### src/shared/sepwm_defines.svh
// Sizes, encodings, reset values and timing counts of the event timer
`ifndef SEPWM_DEFINES_SVH
`define SEPWM_DEFINES_SVH
`define SEPWM_N_MR        8
`define SEPWM_N_EV        8
`define SEPWM_N_ST        8
`define SEPWM_N_IN        5
`define SEPWM_N_SEL_IN    4
`define SEPWM_N_SRC       8
`define SEPWM_N_OUT       6
`define SEPWM_CNT_W       32
`define SEPWM_HALF_W      16
`define SEPWM_CLK_MHZ     100
`define SEPWM_IN_FMAX_MHZ 25
`define SEPWM_IN_MIN_CYC  ((`SEPWM_CLK_MHZ + `SEPWM_IN_FMAX_MHZ - 1) / `SEPWM_IN_FMAX_MHZ)
`define SEPWM_CLKIN_IDX   3'h4
`define SEPWM_COND_LOW    2'h0
`define SEPWM_COND_RISE   2'h1
`define SEPWM_COND_FALL   2'h2
`define SEPWM_COND_HIGH   2'h3
`define SEPWM_COMB_OR     2'h0
`define SEPWM_COMB_MATCH  2'h1
`define SEPWM_COMB_IO     2'h2
`define SEPWM_COMB_AND    2'h3
`define SEPWM_DIR_ANY     2'h0
`define SEPWM_DIR_UP      2'h1
`define SEPWM_DIR_DOWN    2'h2
`define SEPWM_RST_CNT     32'h0000_0000
`define SEPWM_RST_STATE   3'h0
`endif

### src/shared/sepwm_pkg.sv
// Types shared by the event timer modules
package sepwm_pkg;
  typedef logic [2:0]  sepwm_state_t;
  typedef logic [31:0] sepwm_cnt_t;
  typedef logic [2:0]  sepwm_src_sel_t;
endpackage

### src/shared/sepwm_in_if.sv
// Carrier between input selector and timer core
`timescale 1ns/10ps
interface sepwm_in_if;
  sepwm_pkg::sepwm_src_sel_t [3:0] sel;
  logic                     [4:0] lvl;
  logic                     [4:0] rise;
  logic                     [4:0] fall;
  modport selector (input sel, output lvl, output rise, output fall);
  modport core     (output sel, input lvl, input rise, input fall);
endinterface

### src/logic/sepwm_input_sel.sv
// Timer input selectors with synchronisers and edge detection
`timescale 1ns/10ps
`include "sepwm_defines.svh"
module sepwm_input_sel (
  input  wire logic       clk_sys,
  input  wire logic       reset,
  input  wire logic [3:0] pin_in,
  input  wire logic       adc_thcmp_irq,
  input  wire logic       comp_out,
  input  wire logic       cpu_event_out,
  input  wire logic       core_a,
  input  wire logic       clk_src_in,
  sepwm_in_if.selector    sel_if
);
  logic [8:0] meta_r;
  logic [8:0] sync_r;
  logic [4:0] lvl_r;
  logic [4:0] prev_r;
  logic [7:0] src;

  // --------------------------------------------------------------
  // Synchronisers
  // --------------------------------------------------------------
  // Two flops on every source before any mux looks at it
  always_ff @(posedge clk_sys or posedge reset) begin
    if (reset) begin
      meta_r <= 9'h000;
      sync_r <= 9'h000;
    end else begin
      meta_r <= {clk_src_in, core_a, cpu_event_out, comp_out, adc_thcmp_irq, pin_in};
      sync_r <= meta_r;
    end
  end

  assign src = sync_r[7:0];

  // --------------------------------------------------------------
  // Selection and edges
  // --------------------------------------------------------------
  // Four pins or four internal sources per input; fifth is the clock source
  always_ff @(posedge clk_sys or posedge reset) begin
    if (reset) begin
      lvl_r  <= 5'h00;
      prev_r <= 5'h00;
    end else begin
      for (int i = 0; i < `SEPWM_N_SEL_IN; i++) begin
        lvl_r[i] <= src[sel_if.sel[i]];
      end
      lvl_r[4] <= sync_r[8];
      prev_r   <= lvl_r;
    end
  end

  // Edges rely on inputs slower than a quarter of the system clock
  assign sel_if.lvl  = lvl_r;
  assign sel_if.rise = lvl_r & ~prev_r;
  assign sel_if.fall = ~lvl_r & prev_r;
endmodule

### src/logic/sepwm_top.sv
// State-sequenced event timer and PWM unit
`timescale 1ns/10ps
`include "sepwm_defines.svh"
module sepwm_top (
  input  wire logic                          clk_sys,
  input  wire logic                          reset,
  input  wire logic [3:0]                    pin_in,
  input  wire logic                          adc_thcmp_irq,
  input  wire logic                          comp_out,
  input  wire logic                          cpu_event_out,
  input  wire logic                          core_a,
  input  wire logic                          clk_src_in,
  input  wire logic [3:0][2:0]               cfg_in_sel,
  input  wire logic                          cfg_unify,
  input  wire logic [1:0]                    cfg_clk_in,
  input  wire logic [1:0][2:0]               cfg_clk_in_idx,
  input  wire logic [1:0]                    cfg_bidir,
  input  wire logic [1:0]                    cfg_auto_limit,
  input  wire logic [1:0]                    sw_run,
  input  wire logic [2:0]                    cfg_adc_sel,
  input  wire logic [7:0]                    mr_capture,
  input  wire logic [7:0][31:0]              mr_value,
  input  wire logic [7:0][7:0]               mr_cap_ev,
  input  wire logic [7:0][7:0]               ev_state_mask,
  input  wire logic [7:0]                    ev_ctr_sel,
  input  wire logic [7:0][2:0]               ev_match_idx,
  input  wire logic [7:0][3:0]               ev_io_idx,
  input  wire logic [7:0][1:0]               ev_io_cond,
  input  wire logic [7:0][1:0]               ev_comb,
  input  wire logic [7:0][1:0]               ev_dir_qual,
  input  wire logic [7:0]                    ev_match_hold,
  input  wire logic [7:0]                    ev_act_limit,
  input  wire logic [7:0]                    ev_act_halt,
  input  wire logic [7:0]                    ev_act_stop,
  input  wire logic [7:0]                    ev_act_start,
  input  wire logic [7:0]                    ev_act_reverse,
  input  wire logic [7:0]                    ev_state_ld,
  input  wire logic [7:0][2:0]               ev_state_nxt,
  input  wire logic [7:0][5:0]               ev_out_set,
  input  wire logic [7:0][5:0]               ev_out_clr,
  input  wire logic [7:0]                    ev_irq_en,
  input  wire logic [7:0]                    ev_dma_en,
  output logic      [1:0][31:0]              count,
  output sepwm_pkg::sepwm_state_t [1:0]      state,
  output logic      [1:0]                    dir_down,
  output logic      [1:0]                    halted,
  output logic      [7:0][31:0]              cap_value,
  output logic      [7:0]                    ev_fire,
  output logic                               irq_req,
  output logic                               dma_req,
  output logic      [5:0]                    pwm_out,
  output logic                               adc_trig
);
  sepwm_in_if in_if ();

  sepwm_pkg::sepwm_cnt_t   [1:0] cnt_r;
  sepwm_pkg::sepwm_state_t [1:0] state_r;
  logic [1:0]      dir_r;
  logic [1:0]      halt_r;
  logic [1:0]      stop_r;
  logic [1:0]      fresh_r;
  logic [7:0]      held_r;
  logic [7:0]      fire_r;
  logic [5:0]      out_r;
  logic [5:0]      out_prev_r;
  logic            irq_r;
  logic            dma_r;
  logic            adc_r;
  logic [1:0][7:0] hit;
  logic [7:0]      fire;
  logic [1:0]      tick;
  logic [1:0]      lim_ev;
  logic [1:0]      halt_ev;
  logic [1:0]      stop_ev;
  logic [1:0]      start_ev;
  logic [1:0]      rev_ev;
  logic [1:0]      st_ld;
  sepwm_pkg::sepwm_state_t [1:0] st_nxt;

  // ----------------------------------------------------------------
  // Input selection
  // ----------------------------------------------------------------
  assign in_if.sel = cfg_in_sel;

  sepwm_input_sel u_sel (
    .clk_sys       (clk_sys),
    .reset         (reset),
    .pin_in        (pin_in),
    .adc_thcmp_irq (adc_thcmp_irq),
    .comp_out      (comp_out),
    .cpu_event_out (cpu_event_out),
    .core_a        (core_a),
    .clk_src_in    (clk_src_in),
    .sel_if        (in_if)
  );

  // ----------------------------------------------------------------
  // Match detection
  // ----------------------------------------------------------------
  // Match only on the first cycle a counter shows a new value
  genvar c, m, e;
  generate
    for (c = 0; c < 2; c++) begin : g_hit
      for (m = 0; m < `SEPWM_N_MR; m++) begin : g_mr
        logic eq;
        always_comb begin
          if (cfg_unify) begin
            eq = (c == 0) && (cnt_r[0] == mr_value[m]);
          end else if (c == 0) begin
            eq = cnt_r[0][15:0] == mr_value[m][15:0];
          end else begin
            eq = cnt_r[1][15:0] == mr_value[m][31:16];
          end
        end
        assign hit[c][m] = eq && !mr_capture[m] && fresh_r[c];
      end
    end
  endgenerate

  // ----------------------------------------------------------------
  // Event evaluation
  // ----------------------------------------------------------------
  generate
    for (e = 0; e < `SEPWM_N_EV; e++) begin : g_ev
      logic ec;
      logic mt;
      logic io_lvl;
      logic io_r;
      logic io_f;
      logic io_t;
      logic dir_ok;
      always_comb begin
        ec = cfg_unify ? 1'b0 : ev_ctr_sel[e];
        mt = hit[ec][ev_match_idx[e]] || (ev_match_hold[e] && held_r[e]);
        if (ev_io_idx[e][3]) begin
          io_lvl = out_r[ev_io_idx[e][2:0]];
          io_r   = out_r[ev_io_idx[e][2:0]] && !out_prev_r[ev_io_idx[e][2:0]];
          io_f   = !out_r[ev_io_idx[e][2:0]] && out_prev_r[ev_io_idx[e][2:0]];
        end else begin
          io_lvl = in_if.lvl[ev_io_idx[e][2:0]];
          io_r   = in_if.rise[ev_io_idx[e][2:0]];
          io_f   = in_if.fall[ev_io_idx[e][2:0]];
        end
        case (ev_io_cond[e])
          `SEPWM_COND_LOW:  io_t = !io_lvl;
          `SEPWM_COND_RISE: io_t = io_r;
          `SEPWM_COND_FALL: io_t = io_f;
          default:          io_t = io_lvl;
        endcase
        case (ev_dir_qual[e])
          `SEPWM_DIR_UP:   dir_ok = !cfg_bidir[ec] || !dir_r[ec];
          `SEPWM_DIR_DOWN: dir_ok = cfg_bidir[ec] && dir_r[ec];
          default:         dir_ok = 1'b1;
        endcase
        case (ev_comb[e])
          `SEPWM_COMB_OR:    fire[e] = mt || io_t;
          `SEPWM_COMB_MATCH: fire[e] = mt;
          `SEPWM_COMB_IO:    fire[e] = io_t;
          default:           fire[e] = mt && io_t;
        endcase
        fire[e] = fire[e] && dir_ok && !halt_r[ec]
                  && ev_state_mask[e][state_r[ec]];
      end

      // Pending match kept until its event fires; a new match wins
      always_ff @(posedge clk_sys or posedge reset) begin
        if (reset) begin
          held_r[e] <= 1'b0;
        end else if (hit[ec][ev_match_idx[e]]) begin
          held_r[e] <= ev_match_hold[e];
        end else if (fire[e]) begin
          held_r[e] <= 1'b0;
        end
      end
    end
  endgenerate

  // ----------------------------------------------------------------
  // Event actions gathered per counter
  // ----------------------------------------------------------------
  // Highest-numbered firing event that loads state decides the next state
  always_comb begin
    lim_ev   = 2'h0;
    halt_ev  = 2'h0;
    stop_ev  = 2'h0;
    start_ev = 2'h0;
    rev_ev   = 2'h0;
    st_ld    = 2'h0;
    st_nxt   = state_r;
    for (int i = 0; i < `SEPWM_N_EV; i++) begin
      if (fire[i]) begin
        automatic int k = cfg_unify ? 0 : int'(ev_ctr_sel[i]);
        lim_ev[k]   = lim_ev[k] | ev_act_limit[i];
        halt_ev[k]  = halt_ev[k] | ev_act_halt[i];
        stop_ev[k]  = stop_ev[k] | ev_act_stop[i];
        start_ev[k] = start_ev[k] | ev_act_start[i];
        rev_ev[k]   = rev_ev[k] | ev_act_reverse[i];
        if (ev_state_ld[i]) begin
          st_ld[k]  = 1'b1;
          st_nxt[k] = ev_state_nxt[i];
        end
      end
    end
  end

  // ----------------------------------------------------------------
  // Counters
  // ----------------------------------------------------------------
  generate
    for (c = 0; c < 2; c++) begin : g_cnt
      logic lim;
      logic run;
      sepwm_pkg::sepwm_cnt_t up_v;
      sepwm_pkg::sepwm_cnt_t dn_v;
      always_comb begin
        tick[c] = cfg_clk_in[c] ? in_if.rise[cfg_clk_in_idx[c]] : 1'b1;
        run     = tick[c] && !halt_r[c] && !stop_r[c] && !(c == 1 && cfg_unify);
        lim     = (cfg_auto_limit[c] && hit[c][0]) || lim_ev[c];
        if (cfg_unify) begin
          up_v = cnt_r[c] + 32'h1;
          dn_v = cnt_r[c] - 32'h1;
        end else begin
          up_v = {16'h0, cnt_r[c][15:0] + 16'h1};
          dn_v = {16'h0, cnt_r[c][15:0] - 16'h1};
        end
      end

      // Count, wrap at limit, or turn round in up-down mode
      always_ff @(posedge clk_sys or posedge reset) begin
        if (reset) begin
          cnt_r[c]   <= `SEPWM_RST_CNT;
          dir_r[c]   <= 1'b0;
          fresh_r[c] <= 1'b1;
        end else begin
          fresh_r[c] <= run;
          if (run) begin
            if (!cfg_bidir[c]) begin
              cnt_r[c] <= lim ? `SEPWM_RST_CNT : up_v;
              dir_r[c] <= 1'b0;
            end else if (!dir_r[c]) begin
              cnt_r[c] <= (lim || rev_ev[c]) ? dn_v : up_v;
              dir_r[c] <= lim || rev_ev[c];
            end else if (cnt_r[c] == `SEPWM_RST_CNT || rev_ev[c]) begin
              cnt_r[c] <= up_v;
              dir_r[c] <= 1'b0;
            end else begin
              cnt_r[c] <= dn_v;
            end
          end else if (rev_ev[c] && cfg_bidir[c]) begin
            dir_r[c] <= !dir_r[c];
          end
        end
      end

      // Halt needs software to release; stop is undone by a start event
      always_ff @(posedge clk_sys or posedge reset) begin
        if (reset) begin
          halt_r[c] <= 1'b1;
          stop_r[c] <= 1'b0;
        end else begin
          if (halt_ev[c]) begin
            halt_r[c] <= 1'b1;
          end else if (sw_run[c]) begin
            halt_r[c] <= 1'b0;
          end
          if (stop_ev[c]) begin
            stop_r[c] <= 1'b1;
          end else if (start_ev[c]) begin
            stop_r[c] <= 1'b0;
          end
        end
      end

      // State only changes through events, never on wrap or limit
      always_ff @(posedge clk_sys or posedge reset) begin
        if (reset) begin
          state_r[c] <= `SEPWM_RST_STATE;
        end else if (st_ld[c]) begin
          state_r[c] <= st_nxt[c];
        end
      end
    end
  endgenerate

  // ----------------------------------------------------------------
  // Capture registers
  // ----------------------------------------------------------------
  generate
    for (m = 0; m < `SEPWM_N_MR; m++) begin : g_cap
      always_ff @(posedge clk_sys or posedge reset) begin
        if (reset) begin
          cap_value[m] <= `SEPWM_RST_CNT;
        end else if (mr_capture[m] && |(fire & mr_cap_ev[m])) begin
          cap_value[m] <= cfg_unify ? cnt_r[0]
                          : {cnt_r[1][15:0], cnt_r[0][15:0]};
        end
      end
    end
  endgenerate

  // ----------------------------------------------------------------
  // Outputs, requests and converter trigger
  // ----------------------------------------------------------------
  // Set and clear together toggle the output
  always_ff @(posedge clk_sys or posedge reset) begin
    if (reset) begin
      out_r      <= 6'h00;
      out_prev_r <= 6'h00;
    end else begin
      out_prev_r <= out_r;
      for (int o = 0; o < `SEPWM_N_OUT; o++) begin
        automatic logic s = 1'b0;
        automatic logic r = 1'b0;
        for (int i = 0; i < `SEPWM_N_EV; i++) begin
          s = s | (fire[i] & ev_out_set[i][o]);
          r = r | (fire[i] & ev_out_clr[i][o]);
        end
        if (s && r) begin
          out_r[o] <= !out_r[o];
        end else if (s) begin
          out_r[o] <= 1'b1;
        end else if (r) begin
          out_r[o] <= 1'b0;
        end
      end
    end
  end

  // Requests are registered ORs of the enabled firing events, high in the cycle after an enabled event fires
  always_ff @(posedge clk_sys or posedge reset) begin
    if (reset) begin
      fire_r <= 8'h00;
      irq_r  <= 1'b0;
      dma_r  <= 1'b0;
      adc_r  <= 1'b0;
    end else begin
      fire_r <= fire;
      irq_r  <= |(fire & ev_irq_en);
      dma_r  <= |(fire & ev_dma_en);
      adc_r  <= (cfg_adc_sel < 3'h6) ? out_r[cfg_adc_sel] : 1'b0;
    end
  end

  assign count    = cnt_r;
  assign state    = state_r;
  assign dir_down = dir_r;
  assign halted   = halt_r;
  assign ev_fire  = fire_r;
  assign irq_req  = irq_r;
  assign dma_req  = dma_r;
  assign pwm_out  = out_r;
  assign adc_trig = adc_r;
endmodule

### config.mk
export PLATFORM = sky130hd
export DESIGN_NAME = sepwm_top
export DESIGN_NICKNAME = d
export VERILOG_FILES = /design/src/shared/sepwm_pkg.sv /design/src/shared/sepwm_in_if.sv /design/src/logic/sepwm_input_sel.sv /design/src/logic/sepwm_top.sv
export VERILOG_INCLUDE_DIRS = /design/src /design/src/shared
export SDC_FILE = /design/constraint.sdc
export NUM_CORES = 2
export LEC_CHECK = 0
export BUFFER_PORTS_ARGS = -buffer_cell sky130_fd_sc_hd__buf_2
export CORE_AREA = 2 2 427 429
export CTS_BUF_LIST = sky130_fd_sc_hd__clkbuf_4
export CTS_CLUSTER_SIZE = 10
export DETAILED_ROUTE_END_ITERATION = 12
export DIE_AREA = 0 0 429 431
export PLACE_DENSITY_LB_ADDON = 0.25
export SYNTH_ARGS = -nofsm -noshare
export SYNTH_HDL_FRONTEND = slang
export SYNTH_SLANG_ARGS = --single-unit
export TNS_END_PERCENT = 5
### constraint.sdc
create_clock -name clk_sys -period 36.3 [get_ports clk_sys]
set_input_delay 10.89 -clock clk_sys [delete_from_list [all_inputs] [get_ports clk_sys]]
set_output_delay 10.89 -clock clk_sys [all_outputs]
set_load 0.02 [all_outputs]
Yosys cells after proc, flatten, opt, wreduce, memory -nomap -nowiden. Index checks and enable logic that the tools add are counted.

Register bits: 393. Input port bits: 737. Logic and storage cells: 1309.

Add/sub/neg operators: 8. $lt $le $gt $ge: 56. Eq/ne operators: 72. Multiplexer cells: 610. Bitwise gates (word level): 246. Reductions and logical operators: 274.

Operators by type and width (number): $mux 32 (15); $mux 1 (337); $eq 16x16->1 (16); $eq 32x32->1 (8); $bmux 1 s3 (63); $mux 8 (16); $logic_and 1x1->1 (127); $lt 3x4->1 const B (31); $or 1x1->1 (124); $mux 2 (56); $and 1x1->1 (96); $mux 6 (16); $and 8x8->8 (10); $reduce_or 8->1 (10); $mux 3 (24); $bwmux 2 (35); $logic_not 1->1 (69); $add 32x1->32 const B (2); $logic_not 32->1 (2); $sub 32x1->32 const B (2); $bwmux 6 (8); $eq 2x1->1 const B (24); $eq 2x2->1 const B (24); $pmux 1 s3 (16); 16 further kinds (135).

Longest topological paths before layout.
Word-level depth: 62. Depth in mapped cells: 20.

By module. A second synthesis with hierarchy kept.

Cells, all modules: 3615. Area total of the unflattened synthesis: 31282.5 µm².

By module, submodules not included: sepwm_top (times used 1, cells an instance 3564, area each 30260.3 µm²); sepwm_input_sel (times used 1, cells an instance 51, area each 1022.2 µm²).

Least setup slack after synthesis. No wires, ideal clock.

Path kind: input to register. Start: in ev_io_idx[22] (netlist bit). End: reg cnt_r, in the netlist count[35]. Arrival time: 14.972 ns. Slack: 21.195 ns. Stages: 17. Path buffers: 3. Path through: buf_2 mux4_2 a221oi_1 a21oi_1 mux2i_1 a22oi_1 a2bb2oi_1 a31oi_2 and3_1 a2111o_1 or4b_1 buf_4 or2_1 buf_6 mux2_4 a221oi_2 o22ai_1.

Cells in the longest elaborated chain, start to end: 29. Elaborated cells on any way between the ends: 59. Those cells by class: mux (42); bitwise (4); reduce/logical (13).

Ends and longest elaborated chain: start: declaration (line sepwm_top.sv:27) `input wire logic [7:0][3:0] ev_io_idx,`; $bmux 1 s3, on equally long branches (line sepwm_top.sv:136, sepwm_top.sv:137, sepwm_top.sv:138); $mux 1, on equally long branches (line sepwm_top.sv:136, sepwm_top.sv:137, sepwm_top.sv:138); $logic_not 1->1, on equally long branches (line sepwm_top.sv:138, sepwm_top.sv:137); $logic_and 1x1->1, on equally long branches (line sepwm_top.sv:138, sepwm_top.sv:137); $mux 1 (line sepwm_top.sv:135) `if (ev_io_idx[e][3]) begin`; $pmux 1 s3 * (line sepwm_top.sv:144) `case (ev_io_cond[e])`; $logic_and 1x1->1 or $logic_or 1x1->1 (tied branches) (line sepwm_top.sv:159, sepwm_top.sv:156); $pmux 1 s3 * (line sepwm_top.sv:155) `case (ev_comb[e])`; [13 not listed]; $or 1x1->1 (line sepwm_top.sv:193) `lim_ev[k] = lim_ev[k] | ev_act_limit[i];`; $bwmux 2 (line sepwm_top.sv:193); $mux 2 (line sepwm_top.sv:191) `if (fire[i]) begin`; $logic_or 1x1->1 (line sepwm_top.sv:218) `lim = (cfg_auto_limit[c] && hit[c][0]) || lim_ev[c];`; $logic_or 1x1->1 (line sepwm_top.sv:241) `cnt_r[c] <= (lim || rev_ev[c]) ? dn_v : up_v;`; $mux 32 (line sepwm_top.sv:241); $mux 32 (line sepwm_top.sv:240) `end else if (!dir_r[c]) begin`; $mux 32 * (line sepwm_top.sv:237) `if (!cfg_bidir[c]) begin`; end signal: indexed assignment (line sepwm_top.sv:238) `` cnt_r[c] <= lim ? `SEPWM_RST_CNT : up_v; ``; end signal: indexed assignment (line sepwm_top.sv:241); end signal: indexed assignment (line sepwm_top.sv:244) `cnt_r[c] <= up_v;`; end: declaration (line sepwm_top.sv:56) `sepwm_pkg::sepwm_cnt_t [1:0] cnt_r;`.

Mark *: on every way between the ends. The rest lies on a longest branch, timed or not. The select of a mux whose other input is x is not followed. A chain may end at the register's enable or synchronous reset.

Final worst setup path.
Start: in mr_value[56] (netlist bit). End: reg cnt_r, in the netlist count[22].

Cells in the longest elaborated chain, start to end: 62. Elaborated cells on any way between the ends: 190. Those cells by class: eq/ne (2); mux (119); bitwise (14); reduce/logical (55).

Ends and longest elaborated chain: start: declaration (line sepwm_top.sv:22) `input wire logic [7:0][31:0] mr_value,`; $eq 32x32->1 or $eq 16x16->1 (tied branches) (line sepwm_top.sv:108, sepwm_top.sv:112); $mux 1 (line sepwm_top.sv:107) `if (cfg_unify) begin`; $logic_and 1x1->1 (2 in series) (line sepwm_top.sv:115) `assign hit[c][m] = eq && !mr_capture[m] && fresh_r[c];`; $mux 8 (implied by the code) (2 in series) (line sepwm_top.sv:134) `mt = hit[ec][ev_match_idx[e]] || (ev_match_hold[e] && held_r[e]);`; $bmux 1 s3 (line sepwm_top.sv:134); $mux 1 (implied by the code) (line sepwm_top.sv:134); $logic_or 1x1->1 (line sepwm_top.sv:134); $logic_and 1x1->1 or $logic_or 1x1->1 (tied branches) (line sepwm_top.sv:159, sepwm_top.sv:156); [44 not listed]; $or 1x1->1 (line sepwm_top.sv:193); $bwmux 2 (line sepwm_top.sv:193); $mux 2 (line sepwm_top.sv:191); $logic_or 1x1->1 (line sepwm_top.sv:218); $logic_or 1x1->1 (line sepwm_top.sv:241); $mux 32 (line sepwm_top.sv:241); $mux 32 (line sepwm_top.sv:240); $mux 32 * (line sepwm_top.sv:237).

Marked as above.

==> results.md <==
STA:
- Setup violations remaining at the end of the flow were counted as 0.
- The smallest clock period supported by the final layout is computed as 16.79 ns.
- The worst max-slew margin expressed relative to the limit is 0.0946.
- The sum of negative setup slack is 0 ns.
- The actual slew at the worst max-slew pin is 1.35 ns.
- Setup repair after global routing left no endpoint under its margin.
- The worst hold slack after final layout is 0.344 ns.
- The number of pins exceeding their max-slew limit in the final report is 0.
- Dividing the final minimum period by the clock period gives 0.463.
- The number of hold violations in the final report is 0.
- The largest clock skew in the final design is 0.171 ns.
- Timing would allow up to 59.5 MHz.

Power and ir drop:
- The leakage power is 0.0172 uW.
- VDD sags by at most 0.0416 mV.
- The switching fraction of total power is 0.520.
- The sequential fraction of design power is 0.251.
- The reported net switching power is 1560 uW.
- The power per cell area is 75.9 nW/um^2.
- The part of the power in the clock network is 0.152.
- The total power is 3000 uW.
- The combinational share of power is 0.597.
- The internal portion of the total power is 1440 uW.

Synth:
- Counting every net in the synthesized netlist gives 4018.
- The number of flip-flops and latches in the synthesized netlist is 393.
- Measured against the total synthesized area, the mux share comes to 0.142.
- After synthesis, the largest family of logic cells by area is compound AO/OA/AOI/OAI gates.
- Of the total synthesized cell area, the portion taken by XOR and XNOR cells is 0.122.
- The cell area after technology mapping is 29600 sq um.
- During synthesis, Yosys emitted a total of 0 warnings.
- Of the total synthesized cell area, the portion taken by AND, OR, NAND and NOR gates is 0.170.
- The distinct cell type count of the synthesized netlist is 94.
- The number of standard cells after synthesis is 3259.
- The commonest register cell after synthesis is dfrtp_1.
- The compound-cell area share of the yosys netlist is 0.171.
- Of the total synthesized cell area, the portion taken by full adders, half adders and majority gates is 0.00930.
- In this run, synthesis inferred 0 flip-flops with an integrated enable.
- The proportion of synthesized flip-flops having asynchronous set or reset is 1.00.
- The average footprint of a synthesized cell is 9.08 sq um.
- The sequential-to-total area share from yosys stat is 0.332.

CTS:
- The count of H-tree levels built during CTS is 3.
- The clock sink total is 393.
- After clock tree synthesis, the clock-pin slew on the worst setup and hold paths is 0.07 ns.
- The number of setup buffers added after CTS is 0.
- The clock reaches the later pin of the worst-skew pair after 1.15 ns.
- The number of buffers inserted during clock tree synthesis is 119.
- For this design, the CTS-stage hold fixing added 0 buffers.
- The clock passes through at most 3 buffers.
- The number of gates resized after CTS was 0.
- TritonCTS built the clock tree.
- The root buffer cell chosen for the clock tree is clkbuf_4.

Floorplanning:
- The x dimension of the die is 429 um.
- The placeable core region is 180000 sq um.
- The die area is 185000 sq um.
- In this run the core area contains 156 standard-cell rows.
- The die is 431 um tall.
- The effective utilization at floorplan is 0.164.
- In this run the count of I/O pins placed on the die edge is 1084.

Setup path:
- STA puts the critical path data required time at 37.29 ns.
- Of all nets on the critical path, the largest fanout is 28.
- Across all register-to-register paths, the minimum setup slack is 28.58 ns.
- The critical path goes through buf_2, xor2_1, nor4_1, a41oi_1, buf_4, nor3_1, a211oi_1, nor4_1, o31a_2, buf_4, and2_1, a221oi_1, nand3_1, o2bb2ai_2, nand2_1, o32ai_1, a211o_1.
- For the worst setup path, the data arrival time is 17.78 ns.
- The slowest cell on the critical path is nor4_1.
- The worst setup path is launched from an input pin.
- The kind of cell adding the most delay to the critical path is simple AND/OR/NAND/NOR gates.
- The number of buffers and inverters on the critical path is 3.
- The type of the setup path with the least slack is input pin to flip-flop.
- The biggest cell delay along the critical path is 1.12 ns.
- The worst setup path is captured at a flip-flop.

Min path:
- The class of the tightest hold or removal check is flip-flop to flip-flop.

Final layout:
- After routing the design area is 39600 sq um.
- Of the cells placed in the final design, the portion with a size suffix greater than 1 is 0.378.
- The most frequent standard cell in the layout excluding fill and tap cells is buf_2.
- The area added between synthesis and finish is 33.7%.
- The top cell types in the final layout, fill and taps aside, are buf_2 (1082), dfrtp_1 (375), nor2_1 (277).
- The filler cells instantiated in the layout total 20066.
- The final net count is 5061.

Placed design:
- After legalization and detailed placement, the total HPWL measured 166000 um.
- Summing all placed instances gives a cell area of 37900 sq um.
- Input and output buffers added on the ports amount to 1083.
- The congestion estimate from routability-driven global placement came to 0.963.

Routing:
- The first routing iteration left 3201 violations.
- The sum of routed wire length over all layers is 211000 um.
- The length of the first detailed-routing pass in iterations is 9.
- The per-cell routed wire length is 30.8 um.
- In the routed design, unresolved DRC markers number 0.
- The number of vias after detailed routing is 32603.
- After detailed routing, the number of vias per cell comes to 4.77.
- The post-route antenna net violation count is 0.

Global route:
- The global-route wire length before repair is 282000 um.
- The number of global-route vias before repair is 31987.
- The global router's overall resource usage is 0.219.
- The global-route congestion overflow total is 0.
- The maximum number of pins on one net before global-route repair is 115.
- The number of antenna violations at the first check in global routing was 117.

Run status:
- The run finished with clean final reports.

Job:
- The number of maximum-capacitance constraint violations is 0.
## stage by stage
step	worst slack (ns)	std cells	util
after global routing	19.60	6813	0.219
after detailed placement	18.78	6551	0.210
after floorplan	14.49	3259	-
after CTS	20.02	6768	0.219
final	19.51	6833	0.220
after global placement	18.32	6550	0.210
## power by group through the flow
stage	clock network (uW)	registers, uW	logic [uW]
CTS	482	754	1810
global route	502	775	1910
detailed placement	0	755	1800
global placement	0	751	1800
finish	458	754	1790
floorplan	0	922	855
## cell usage after synthesis (19+ instances only)
| library cell | count | share of area |
|---|---|---|
| nand4_1 | 53 | 0.011 |
| o221ai_1 | 25 | 0.0074 |
| a21oi_1 | 212 | 0.036 |
| nor2_1 | 279 | 0.035 |
| ha_1 | 22 | 0.0093 |
| and3_1 | 25 | 0.0053 |
| xor2_1 | 262 | 0.078 |
| o31ai_1 | 22 | 0.0056 |
| dfrtp_1 | 389 | 0.33 |
| o21ai_0 | 64 | 0.011 |
| a22oi_1 | 33 | 0.0084 |
| mux2i_1 | 127 | 0.043 |
| and2_1 | 34 | 0.0072 |
| a31oi_1 | 33 | 0.0070 |
| buf_2 | 105 | 0.018 |
| or3_1 | 20 | 0.0042 |
| nor4_1 | 87 | 0.018 |
| mux2_2 | 158 | 0.060 |
| mux4_2 | 50 | 0.038 |
| xnor2_1 | 151 | 0.045 |
| a211o_1 | 19 | 0.0056 |
| nand2b_1 | 33 | 0.0070 |
| nand2_1 | 191 | 0.024 |
| nand3_1 | 113 | 0.019 |
| clkbuf_1 | 145 | 0.018 |
| inv_1 | 92 | 0.012 |
| o22ai_1 | 19 | 0.0040 |
| a22o_1 | 28 | 0.0083 |
| a222oi_1 | 24 | 0.0081 |
| nor2b_1 | 35 | 0.0074 |
| a211oi_1 | 30 | 0.0076 |
| nor3_1 | 81 | 0.014 |
| a221oi_1 | 36 | 0.011 |
## worst register-to-register path, stage by stage, from the launching register on
cell       delay (ns)
dfrtp_1          0.51
buf_4            0.41
xor2_1           0.13
nor4_1           1.13
a41oi_1          0.25
buf_4            0.24
nor3_1           0.70
a211oi_1         0.17
nor4_1           0.63
o31a_2           0.30
buf_4            0.44
and2_1           0.51
a221oi_1         0.20
nand3_1          0.63
o2bb2ai_2        0.28
nand2_1          0.50
o32ai_1          0.47
a211o_1          0.14
## layout make-up
class	instances	area [sq um]	area share
multi-input combinational	2500	18400	0.466
sequential	393	9860	0.249
timing repair buffer	1196	6270	0.158
tap	2370	2970	0.0749
clock buffer	171	1280	0.0324
inverter	92	353	0.00892
clock inverter	46	235	0.00594
antenna	65	163	0.00411
## path summary, 6_finish.rpt
kind,from,endpoint,cells after the start
hold reg to reg,u_sel.meta_r[7],u_sel.sync_r[7],0
setup / recovery,mr_value[56],count[22],17
min in group asynchronous,reset,cap_value[12],2
hold / removal,u_sel.meta_r[7],u_sel.sync_r[7],0
max in group asynchronous,reset,held_r[0],4
setup reg to reg,count[26],count[22],17
## cells by family after synthesis
family	Yosys count
simple gates	1014
compound gates	715
xor+xnor	413
flops	393
buf+inv	366
mux	336
fa+ha+maj	22
## routing by layer
layer / up-vias / wire length, um / global-route usage
met3: 419 / 16700 / 0.0603
met4: 38 / 10400 / 0.103
met5: - / 262 / 0
met2: 1724 / 102000 / 0.368
met1: 16229 / 81500 / 0.258
li1: 14193 / - / -
## registers in the layout, indices dropped and copies added, names as in the netlist, 5 cells and up
signal,cells
u_sel.meta_r,9
state,6
cap_value,256
u_sel.sel_if.lvl,5
u_sel.prev_r,5
held_r,8
count,64
out_prev_r,6
pwm_out,6
ev_fire,8
u_sel.sync_r,9
No activity file was read; power rests on OpenSTA's default activity.
